File: config.mk
export PLATFORM = sky130hd
export DESIGN_NAME = rmh_homing_seq
export DESIGN_NICKNAME = d
export VERILOG_FILES = /design/src/core/rmh_pkg.sv /design/src/core/rmh_feed_mem.sv /design/src/core/rmh_axi_slave.sv /design/src/core/rmh_homing_seq.sv
export SDC_FILE = /design/constraint.sdc
export NUM_CORES = 1
export LEC_CHECK = 0
export BUFFER_PORTS_ARGS = -buffer_cell sky130_fd_sc_hd__buf_4
export CORE_MARGIN = 10
export CORE_UTILIZATION = 60
export CTS_BUF_LIST = sky130_fd_sc_hd__clkbuf_16
export DETAILED_ROUTE_END_ITERATION = 16
export PLACE_DENSITY = 0.77
export SLEW_MARGIN = 0
export SYNTH_ARGS = -nofsm -noshare
export SYNTH_HDL_FRONTEND = slang
export SYNTH_SLANG_ARGS = --single-unit
File: constraint.sdc
create_clock -name clk -period 17.4 [get_ports clk]
set_clock_uncertainty 0.1 [all_clocks]
set_input_delay 3.48 -clock clk [delete_from_list [all_inputs] [get_ports clk]]
set_output_delay 3.48 -clock clk [all_outputs]
set_load 0.01 [all_outputs]
File: src/core/rmh_pkg.sv
package rmh_pkg;
	localparam int NAX = 5;
	localparam int NWORD = 10;
	localparam int MODE_W = 2;
	localparam int SLOT_W = 3;
	localparam int FW = 19;
	localparam logic [7:0] A_STEP = 8'h04;
	localparam logic [7:0] A_DIR = 8'h00;
	localparam logic [7:0] A_ORDER = 8'h04;
	localparam logic [7:0] A_MODE = 8'h08;
	localparam logic [7:0] A_CTRL = 8'h0C;
	localparam logic [7:0] A_FFOVR = 8'h10;
	localparam logic [7:0] A_STAT = 8'h18;
	localparam logic [7:0] A_FEED = 8'h40;
	localparam logic [7:0] A_LEAVE = 8'h60;
	localparam logic [4:0] RST_DIR = 5'h00;
	localparam logic [14:0] RST_ORDER = 15'h58D1;
	localparam logic [9:0] RST_MODE = 10'h155;
	localparam logic [2:0] RST_CTRL = 3'h0;
	localparam logic [4:0] RST_FFOVR = 5'h00;
	localparam logic [FW-1:0] RST_FEED = 19'h02710;
	localparam logic [FW-1:0] RST_LEAVE = 19'h000C8;
	localparam logic [FW-1:0] FEED_MIN = 19'h0000A;
	localparam logic [FW-1:0] FEED_MAX = 19'h493E0;
	localparam logic [2:0] SLOT_END = 3'h5;
	localparam logic [3:0] LEAVE_BASE = 4'h5;
	localparam int CTRL_GLOBAL = 0;
	localparam int CTRL_OPM = 1;
	localparam int STAT_HOMED = 1;
	localparam int STAT_AXIS = 6;
	localparam int STAT_STATE = 9;
	localparam logic [3:0] STRB_ALL = 4'hF;
	localparam logic [1:0] RESP_OKAY = 2'h0;
	localparam logic [1:0] RESP_SLVERR = 2'h2;
	typedef enum logic [1:0] {APPR_DC1, APPR_SINGLE, APPR_ROTARY, APPR_DC2} rmh_appr_t;
	typedef enum logic [1:0] {OPM_MANUAL, OPM_MDI, OPM_SINGLE, OPM_FULL} rmh_opm_t;
	typedef struct packed {
		logic awvalid; logic [7:0] awaddr;
		logic wvalid; logic [31:0] wdata; logic [3:0] wstrb;
		logic bready;
		logic arvalid; logic [7:0] araddr;
		logic rready;
	} rmh_axi_req_t;
	typedef struct packed {
		logic awready; logic wready;
		logic bvalid; logic [1:0] bresp;
		logic arready;
		logic rvalid; logic [31:0] rdata; logic [1:0] rresp;
	} rmh_axi_rsp_t;
	typedef struct packed {
		logic key_start; logic [4:0] key_neg; logic [4:0] key_pos;
		logic [4:0] still; logic [4:0] beyond; logic [4:0] refm; logic [4:0] cam;
	} rmh_pins_t;
	typedef struct packed {
		logic [4:0] run; logic dir_neg; logic [FW-1:0] feed; logic [4:0] ff_sel;
	} rmh_drive_t;
endpackage

File: src/core/rmh_feed_mem.sv
`timescale 1ns/10ps
module rmh_feed_mem
	import rmh_pkg::*;
(
	input wire logic clk,
	input wire logic rst,
	input wire logic we,
	input wire logic [3:0] waddr,
	input wire logic [rmh_pkg::FW-1:0] wdata,
	input wire logic [3:0] ra_addr,
	output logic [rmh_pkg::FW-1:0] ra_data,
	input wire logic [3:0] rb_addr,
	output logic [rmh_pkg::FW-1:0] rb_data
);
	typedef struct packed {
		logic [NWORD-1:0][FW-1:0] mem; logic [FW-1:0] ra; logic [FW-1:0] rb;
	} rmh_mem_t;
	function automatic rmh_mem_t init_val();
		rmh_mem_t r;
		r = '0;
		for (int i = 0; i < NWORD; i++) r.mem[i] = (i < NAX) ? RST_FEED : RST_LEAVE;
		return r;
	endfunction
	localparam rmh_mem_t MEM_INIT = init_val();
	rmh_mem_t s_q, s_d;
	always_comb begin
		s_d = s_q;
		if (we && waddr < 4'(NWORD)) s_d.mem[waddr] = wdata;
		s_d.ra = (ra_addr < 4'(NWORD)) ? s_q.mem[ra_addr] : '0;
		s_d.rb = (rb_addr < 4'(NWORD)) ? s_q.mem[rb_addr] : '0;
	end
	always_ff @(posedge clk or posedge rst) begin
		if (rst) s_q <= MEM_INIT;
		else s_q <= s_d;
	end
	assign ra_data = s_q.ra;
	assign rb_data = s_q.rb;
endmodule

File: src/core/rmh_axi_slave.sv
`timescale 1ns/10ps
module rmh_axi_slave
	import rmh_pkg::*;
(
	input wire logic clk,
	input wire logic rst,
	input wire rmh_pkg::rmh_axi_req_t req,
	output rmh_pkg::rmh_axi_rsp_t rsp,
	output logic wr_en,
	output logic [7:0] wr_addr,
	output logic [31:0] wr_data,
	output logic [3:0] wr_strb,
	input wire logic wr_err,
	output logic [7:0] rd_addr,
	input wire logic [31:0] rd_data,
	input wire logic rd_err
);
	typedef struct packed {
		logic aw_h; logic [7:0] awaddr; logic w_h; logic [31:0] wdata; logic [3:0] wstrb;
		logic bvalid; logic [1:0] bresp; logic [1:0] rcnt; logic [7:0] araddr;
		logic rvalid; logic [31:0] rdata; logic [1:0] rresp;
	} rmh_slv_t;
	rmh_slv_t s_q, s_d;
	always_comb begin
		s_d = s_q;
		rsp.bvalid = s_q.bvalid;
		rsp.bresp = s_q.bresp;
		rsp.rvalid = s_q.rvalid;
		rsp.rdata = s_q.rdata;
		rsp.rresp = s_q.rresp;
		rsp.awready = !s_q.aw_h && !s_q.bvalid;
		rsp.wready = !s_q.w_h && !s_q.bvalid;
		rsp.arready = (s_q.rcnt == 2'h0) && !s_q.rvalid;
		wr_en = s_q.aw_h && s_q.w_h;
		if (req.awvalid && rsp.awready) begin
			s_d.aw_h = 1'b1;
			s_d.awaddr = req.awaddr;
		end
		if (req.wvalid && rsp.wready) begin
			s_d.w_h = 1'b1;
			s_d.wdata = req.wdata;
			s_d.wstrb = req.wstrb;
		end
		if (wr_en) begin
			s_d.aw_h = 1'b0;
			s_d.w_h = 1'b0;
			s_d.bvalid = 1'b1;
			s_d.bresp = wr_err ? RESP_SLVERR : RESP_OKAY;
		end
		if (s_q.bvalid && req.bready) s_d.bvalid = 1'b0;
		if (req.arvalid && rsp.arready) begin
			s_d.rcnt = 2'h1;
			s_d.araddr = req.araddr;
		end
		if (s_q.rcnt == 2'h1) s_d.rcnt = 2'h2;
		if (s_q.rcnt == 2'h2) begin
			s_d.rcnt = 2'h0;
			s_d.rvalid = 1'b1;
			s_d.rdata = rd_err ? '0 : rd_data;
			s_d.rresp = rd_err ? RESP_SLVERR : RESP_OKAY;
		end
		if (s_q.rvalid && req.rready) s_d.rvalid = 1'b0;
	end
	always_ff @(posedge clk or posedge rst) begin
		if (rst) s_q <= '0;
		else s_q <= s_d;
	end
	assign wr_addr = s_q.awaddr;
	assign wr_data = s_q.wdata;
	assign wr_strb = s_q.wstrb;
	assign rd_addr = s_q.araddr;
endmodule

File: src/core/rmh_homing_seq.sv
// Decided for this implementation: the register addresses and the AXI4-Lite interface to the registers.
`timescale 1ns/10ps
// What this block does
// Direction mask bit set means negative
// Homing feed per axis, 10 to 300000
// Reduced leaving feed only in mode 2
// Five order slots, 0 skips, default n
// Approach mode code per axis, 0 to 3
// Manual keys or start key, no code
// Controller routes cam trigger to marker
// Mode 0: cam at start reverses
// Mode 0: later cam ignored
// Mode 0: return to software limit
// Mode 1: cam always reverses direction
// Mode 1: start inside cam reverses
// Mode 2: onto cam, back slowly
// Mode 2: first mark after cam, stop
// Mode 2: start inside cam, slow reverse
// Mode 3: cam reverses at once
// Global selector: feed-forward or trailing, ignored in manual mode
// Per-axis bit forces feed-forward
// Slots homed strictly one after another
module rmh_homing_seq
	import rmh_pkg::*;
(
	input wire logic clk,
	input wire logic rst,
	input wire rmh_pkg::rmh_axi_req_t axi_req,
	output rmh_pkg::rmh_axi_rsp_t axi_rsp,
	input wire rmh_pkg::rmh_pins_t pins,
	output rmh_pkg::rmh_drive_t drive
);
	import rmh_pkg::*;
	typedef enum logic [2:0] {
		ST_IDLE, ST_PICK, ST_START, ST_APPROACH, ST_LEAVE, ST_RETURN, ST_STOP
	} rmh_state_t;
	typedef struct packed {
		rmh_pins_t s1; rmh_pins_t s2; rmh_pins_t s3;
		logic [4:0] dir; logic [14:0] order; logic [9:0] mode;
		logic [2:0] ctrl; logic [4:0] ffovr;
		rmh_state_t st; logic autom; logic man_neg;
		logic [2:0] slot; logic [2:0] ax;
		logic dneg; logic reduced; logic left;
		logic [4:0] homed; logic [4:0] run; logic [4:0] ff_sel;
	} rmh_core_t;
	rmh_core_t s_q, s_d;
	logic wr_en, wr_err, rd_err, mem_we;
	logic [7:0] wr_addr, rd_addr;
	logic [31:0] wr_data, rd_data;
	logic [3:0] wr_strb, mem_waddr, mem_raddr, mem_rbaddr;
	logic [FW-1:0] mem_wdata, mem_rdata, mem_rbdata;
	logic cam, cam_rise, mark, beyond, still, base, start_rise;
	logic [4:0] key_rise_p, key_rise_n;
	logic [4:0] fw_wr, fw_rd;
	logic [31:0] mw;
	logic [2:0] code;
	rmh_appr_t ap;

	function automatic logic [31:0] merge(input logic [31:0] o, input logic [31:0] n,
		input logic [3:0] b);
		logic [31:0] r;
		r = o;
		for (int i = 0; i < 4; i++) if (b[i]) r[i*8 +: 8] = n[i*8 +: 8];
		return r;
	endfunction
	function automatic logic [4:0] feed_word(input logic [7:0] a);
		logic [4:0] r;
		r = '0;
		for (int i = 0; i < NAX; i++) begin
			if (a == A_FEED + 8'(i) * A_STEP) r = {1'b1, 4'(i)};
			if (a == A_LEAVE + 8'(i) * A_STEP) r = {1'b1, LEAVE_BASE + 4'(i)};
		end
		return r;
	endfunction
	function automatic logic [FW-1:0] clamp_feed(input logic [31:0] v);
		logic [FW-1:0] r;
		if (v < 32'(FEED_MIN)) r = FEED_MIN;
		else if (v > 32'(FEED_MAX)) r = FEED_MAX;
		else r = v[FW-1:0];
		return r;
	endfunction
	function automatic rmh_appr_t mode_of(input logic [9:0] m, input logic [2:0] a);
		rmh_appr_t r;
		r = rmh_appr_t'(m[MODE_W-1:0]);
		for (int i = 0; i < NAX; i++) if (a == 3'(i)) r = rmh_appr_t'(m[i*MODE_W +: MODE_W]);
		return r;
	endfunction
	function automatic logic [2:0] slot_code(input logic [14:0] o, input logic [2:0] sl);
		logic [2:0] r;
		r = '0;
		for (int i = 0; i < NAX; i++) if (sl == 3'(i)) r = o[i*SLOT_W +: SLOT_W];
		return r;
	endfunction
	function automatic logic reg_known(input logic [7:0] a);
		logic [4:0] f;
		f = feed_word(a);
		return a == A_DIR || a == A_ORDER || a == A_MODE || a == A_CTRL || a == A_FFOVR
			|| a == A_STAT || f[4];
	endfunction

	rmh_axi_slave u_slave (
		.clk(clk),
		.rst(rst),
		.req(axi_req),
		.rsp(axi_rsp),
		.wr_en(wr_en),
		.wr_addr(wr_addr),
		.wr_data(wr_data),
		.wr_strb(wr_strb),
		.wr_err(wr_err),
		.rd_addr(rd_addr),
		.rd_data(rd_data),
		.rd_err(rd_err)
	);
	rmh_feed_mem u_mem (
		.clk(clk),
		.rst(rst),
		.we(mem_we),
		.waddr(mem_waddr),
		.wdata(mem_wdata),
		.ra_addr(mem_raddr),
		.ra_data(mem_rdata),
		.rb_addr(mem_rbaddr),
		.rb_data(mem_rbdata)
	);

	// Feed words take only full-word writes, clamped into range
	assign wr_err = !reg_known(wr_addr) || wr_addr == A_STAT;
	assign rd_err = !reg_known(rd_addr);
	assign fw_wr = feed_word(wr_addr);
	assign fw_rd = feed_word(rd_addr);
	assign mem_waddr = fw_wr[3:0];
	assign mem_we = wr_en && fw_wr[4] && wr_strb == STRB_ALL;
	assign mem_wdata = clamp_feed(wr_data);
	assign mem_raddr = fw_rd[3:0];
	assign mem_rbaddr = s_q.reduced ? LEAVE_BASE + 4'(s_q.ax) : 4'(s_q.ax);

	always_comb begin
		if (rd_addr == A_DIR) rd_data = 32'(s_q.dir);
		else if (rd_addr == A_ORDER) rd_data = 32'(s_q.order);
		else if (rd_addr == A_MODE) rd_data = 32'(s_q.mode);
		else if (rd_addr == A_CTRL) rd_data = 32'(s_q.ctrl);
		else if (rd_addr == A_FFOVR) rd_data = 32'(s_q.ffovr);
		else if (rd_addr == A_STAT) rd_data = 32'({s_q.st, s_q.ax, s_q.homed, s_q.st != ST_IDLE});
		else if (fw_rd[4]) rd_data = 32'(mem_rdata);
		else rd_data = '0;
	end

	// Cam markers come from the controller through free inputs
	assign cam = s_q.s2.cam[s_q.ax];
	assign cam_rise = cam && !s_q.s3.cam[s_q.ax];
	assign mark = s_q.s2.refm[s_q.ax] && !s_q.s3.refm[s_q.ax];
	assign beyond = s_q.s2.beyond[s_q.ax];
	assign still = s_q.s2.still[s_q.ax];
	assign start_rise = s_q.s2.key_start && !s_q.s3.key_start;
	assign key_rise_p = s_q.s2.key_pos & ~s_q.s3.key_pos;
	assign key_rise_n = s_q.s2.key_neg & ~s_q.s3.key_neg;
	assign ap = mode_of(s_q.mode, s_q.ax);
	assign code = slot_code(s_q.order, s_q.slot);
	assign base = s_q.autom ? s_q.dir[s_q.ax] : s_q.man_neg;

	always_comb begin
		s_d = s_q;
		mw = '0;
		s_d.s1 = pins;
		s_d.s2 = s_q.s1;
		s_d.s3 = s_q.s2;
		if (wr_en) begin
			if (wr_addr == A_DIR) begin
				mw = merge(32'(s_q.dir), wr_data, wr_strb);
				s_d.dir = mw[4:0];
			end else if (wr_addr == A_ORDER) begin
				mw = merge(32'(s_q.order), wr_data, wr_strb);
				s_d.order = mw[14:0];
			end else if (wr_addr == A_MODE) begin
				mw = merge(32'(s_q.mode), wr_data, wr_strb);
				s_d.mode = mw[9:0];
			end else if (wr_addr == A_CTRL) begin
				mw = merge(32'(s_q.ctrl), wr_data, wr_strb);
				s_d.ctrl = mw[2:0];
			end else if (wr_addr == A_FFOVR) begin
				mw = merge(32'(s_q.ffovr), wr_data, wr_strb);
				s_d.ffovr = mw[4:0];
			end
		end
		case (s_q.st)
			ST_IDLE: begin
				if (start_rise) begin
					s_d.autom = 1'b1;
					s_d.slot = '0;
					s_d.homed = '0;
					s_d.st = ST_PICK;
				end else if ((key_rise_p | key_rise_n) != 5'h00) begin
					s_d.autom = 1'b0;
					for (int i = NAX - 1; i >= 0; i--) begin
						if (key_rise_p[i] || key_rise_n[i]) begin
							s_d.ax = 3'(i);
							s_d.man_neg = key_rise_n[i];
						end
					end
					s_d.st = ST_START;
				end
			end
			ST_PICK: begin
				if (s_q.slot >= SLOT_END) s_d.st = ST_IDLE;
				else if (code == 3'h0 || code > 3'(NAX)) s_d.slot = s_q.slot + 3'h1;
				else begin
					s_d.ax = code - 3'h1;
					s_d.st = ST_START;
				end
			end
			ST_START: begin
				s_d.left = 1'b0;
				if (cam) begin
					s_d.dneg = !base;
					s_d.reduced = (ap == APPR_ROTARY);
					s_d.st = (ap == APPR_ROTARY) ? ST_LEAVE : ST_APPROACH;
				end else begin
					s_d.dneg = base;
					s_d.reduced = 1'b0;
					s_d.st = ST_APPROACH;
				end
			end
			ST_APPROACH: begin
				if (cam_rise && ap != APPR_DC1) begin
					if (ap == APPR_SINGLE) s_d.dneg = !s_q.dneg;
					else if (ap == APPR_DC2) s_d.dneg = !base;
					else begin
						s_d.dneg = !s_q.dneg;
						s_d.reduced = 1'b1;
						s_d.left = 1'b0;
						s_d.st = ST_LEAVE;
					end
				end else if (mark && ap != APPR_ROTARY) begin
					if (ap == APPR_DC1 && beyond) begin
						s_d.dneg = !s_q.dneg;
						s_d.st = ST_RETURN;
					end else s_d.st = ST_STOP;
				end
			end
			ST_LEAVE: begin
				if (!cam) s_d.left = 1'b1;
				if (mark && s_q.left) s_d.st = ST_STOP;
			end
			ST_RETURN: begin
				if (!beyond) s_d.st = ST_STOP;
			end
			ST_STOP: begin
				s_d.reduced = 1'b0;
				if (still) begin
					s_d.homed[s_q.ax] = 1'b1;
					if (s_q.autom) begin
						s_d.slot = s_q.slot + 3'h1;
						s_d.st = ST_PICK;
					end else s_d.st = ST_IDLE;
				end
			end
			default: s_d.st = ST_IDLE;
		endcase
		if (s_d.st == ST_APPROACH || s_d.st == ST_LEAVE || s_d.st == ST_RETURN)
			s_d.run = 5'h01 << s_d.ax;
		else s_d.run = '0;
		if (s_q.ctrl[CTRL_OPM +: 2] != 2'(OPM_MANUAL) && !s_q.ctrl[CTRL_GLOBAL])
			s_d.ff_sel = 5'h1F;
		else s_d.ff_sel = s_q.ffovr;
		s_d.ff_sel = s_d.ff_sel | s_q.ffovr;
	end

	always_ff @(posedge clk or posedge rst) begin
		if (rst) begin
			s_q <= '0;
			s_q.dir <= RST_DIR;
			s_q.order <= RST_ORDER;
			s_q.mode <= RST_MODE;
			s_q.ctrl <= RST_CTRL;
			s_q.ffovr <= RST_FFOVR;
			s_q.st <= ST_IDLE;
		end else s_q <= s_d;
	end

	assign drive.run = s_q.run;
	assign drive.dir_neg = s_q.dneg;
	assign drive.feed = mem_rbdata;
	assign drive.ff_sel = s_q.ff_sel;
endmodule

==> results_dict.tcl <==
set metrics [dict create \
    cts_root_buf "clkbuf_16" \
    synth_ff_type "dfrtp_1" \
    crit_fanout 93 \
    synth_edf_count 0 \
    routabilityCongestion 0.906 \
    start_util_pct 61.1 \
    dp_hpwl_microns 37200 \
    synth_top_area_share_pct 47.8 \
    clkLatencyLatePin_ns 0.59 \
    cpMostUsedCell "buf_4" \
    drv_slew 0 \
    cap_viol_max_count 0 \
    worst_r2r_path_depth 8 \
    crit_required_ns 17.90 \
    cts_max_level 2 \
    clock_path_buffers 3 \
    ant_nets 0 \
    boundaryPins 161 \
    numCtsBuffers 46 \
    ys_seq_area_share_pct 54.2 \
    grtUsageTotal_pct 26.2 \
    die_y_microns 208 \
    synthAdderAreaFrac_pct 0.767 \
    total_power_w 0.00330 \
    port_buffers 145 \
    die_w_microns 208 \
    synthCells 1997 \
    yosys_warnings 0 \
    first_iter_violations 1606 \
    via_per_inst 6.33 \
    worst_hold_slack_ns 0.244 \
    period_share_pct 34.8 \
    grt_pass1_wl_microns 91100 \
    antenna_cells 0 \
    cts_hold_buf 0 \
    clk_pin_slew_worst_paths_ns 0.06 \
    fmax_ghz 0.165 \
    ctsResizeCount 0 \
    yosysMostFrequentCell "dfrtp_1" \
    synth_xor_area_share_pct 0.124 \
    hold_violations 0 \
    cts_sinks 457 \
    max_stage_delay_ns 0.86 \
    cts_tree "built" \
    synth_seq_cells 457 \
    antenna_found_initial 0 \
    outcome "complete, no violations" \
    grt_max_degree 94 \
    overflow 0 \
    critPathArrivalTime_ns 6.56 \
    wire_per_inst_microns 22.8 \
    syn_area_per_cell_sq_um 10.6 \
    setup_viol 0 \
    ys_top_cells_by_area "dfrtp_1, nand2_1, dfstp_2" \
    rsz0062_at_grt "false" \
    yosys.area_share.simple_pct 14.2 \
    worst-setup-path-type "in2async" \
    synth.distinct_cells 77 \
    ys_top_cells_by_count "dfrtp_1, nand2_1, o21ai_0" \
    period_minus_slack_ns 6.06 \
    floorplan.die_area_sq_um 43300 \
    nets 2135 \
    synth_area_sq_um 21200 \
    vdd_drop_max_mv 0.117 \
    dr_total_vias 16000 \
    power_density_nw_per_um2 140 \
    critPathSlowestCell "buf_4" \
    synth_mux_area_share_pct 12.5 \
    async_flop_share_pct 100 \
    relSlewSlack_pct 18.1 \
    synth_top_family_by_area "simple AND/OR/NAND/NOR gates" \
    start_kind "primary input" \
    core_sq_um 34700 \
    p_leak_nw 10.4 \
    grt_pass1_vias 15900 \
    holdPathStages 0 \
    drive_above_1_share_pct 23.3 \
    endpoint_kind "async pin" \
    path_cells "buf_4, inv_8, buf_4, buf_4, buf_4" \
    fp-row-count 68 \
    area_growth_pct 11.5 \
    synth-compound-area-share_pct 12.7 \
    cts_setup_buffers 0 \
    wl_microns 57600 \
    tightest_slew_ns 1.22 \
    drt_first_pass_iters 7 \
    drc 0 \
    hp-class "reg2reg" \
    synth_top_cell_by_area "dfrtp_1" \
    fin_tns_setup_ns 0 \
]
per-stage QoR:
| step | std cells | area, sq um | setup WS (ns) | utilization, % |
|---|---|---|---|---|
| 6_report | 2525 | 23600 | 11.34 | 68.1 |
| 5_1_grt | 2525 | 23600 | 10.84 | 68.1 |
| 4_1_cts | 2525 | 23600 | 11.20 | 68.1 |
| 3_5_place_dp | 2439 | 22200 | 10.59 | 63.8 |
| 3_3_place_gp | 2439 | 22200 | 10.66 | 63.8 |
| 2_1_floorplan | 2011 | 21300 | 1.17 | - |
worst paths after layout:
path / from / end / slack [ns]
max: rst / u_mem.s_q[195]$_DFFE_PP0P_ / 11.34
min: s_d[107]$_DFF_PP0_ / s_d[76]$_DFF_PP0_ / 0.24
max reg2reg: s_q[18]$_DFF_PP0_ / u_mem.rb_data[6]$_DFF_PP0_ / 13.57
min reg2reg: s_d[107]$_DFF_PP0_ / s_d[76]$_DFF_PP0_ / 0.24
max in group clk: u_slave.s_q[43]$_DFFE_PP0P_ / axi_rsp[35] / 12.45
min in group asynchronous: rst / s_d[110]$_DFF_PP0_ / 2.88
cell type report:
cell class | instances | area (sq um)
Tap cell | 455 | 569
Timing Repair Buffer | 172 | 1290
Sequential cell | 457 | 11500
Inverter | 25 | 101
Multi-Input combinational cell | 1330 | 8690
Clock buffer | 47 | 1180
Fill cell | 2544 | 11100
Clock inverter | 39 | 303
logic make-up after synthesis:
kind of cell	Yosys count
muxes	196
DFF	457
and+or+nand+nor	671
other	1
AOI/OAI and AO/OA	432
adders and majority gates	13
buffers and inverters	224
xor gates and xnor gates	3
flip-flops by register name, indices dropped and copies added, names as in the netlist:
register and count:
u_slave.wr_strb 4, drive 11, s_d 62, s_q 77, u_slave.rd_addr 8, u_mem.s_q 190, u_slave.wr_addr 8, u_mem.rb_data 19
u_slave.wr_data 32, u_slave.rsp 23, u_mem.ra_data 19, u_slave.s_q 4
layer usage:
layer  track usage, %  vias to the layer above  part of all wire (%)
met5                0                        -                     0
li1                 -                     7070                     -
met3             4.97                      125                   8.3
met1             35.1                     7979                    41
met4             9.22                        0                   3.0
met2             42.0                      803                    48
power by group:
part           total [W]  internal [W]  switching, W
sequential       0.00137       0.00119      0.000174
clock           0.000972      0.000552      0.000420
combinational   0.000963      0.000389      0.000574
total            0.00330       0.00213       0.00117
critical path, delay by kind of cell:
kind	cells	cell delay, ns
buffers and inverters	5	2.97
cell usage in the layout (no fill, tap or decap), types with 13 or more instances in the layout:
| master | netlist | layout |
|---|---|---|
| nand2b_1 | 23 | 23 |
| inv_1 | 24 | 30 |
| a31oi_1 | 31 | 31 |
| mux4_2 | 45 | 45 |
| nor2_1 | 68 | 67 |
| buf_4 | 71 | 172 |
| and2_1 | 23 | 23 |
| clkbuf_16 | 0 | 47 |
| nand2_1 | 392 | 390 |
| ha_1 | 13 | 13 |
| mux2_2 | 106 | 106 |
| dfrtp_1 | 405 | 405 |
| clkinv_2 | 0 | 14 |
| dfstp_2 | 52 | 52 |
| conb_1 | 1 | 15 |
| a311oi_1 | 32 | 32 |
| a211oi_1 | 13 | 13 |
| nor2b_1 | 19 | 19 |
| o21ai_0 | 200 | 200 |
| nand4_1 | 13 | 13 |
| and3_1 | 16 | 16 |
| a21oi_1 | 49 | 49 |
| o22ai_1 | 20 | 20 |
| nand3_1 | 47 | 46 |
| mux2i_1 | 45 | 43 |
| nor3_1 | 20 | 19 |
Power figures use the tool's default switching activity.
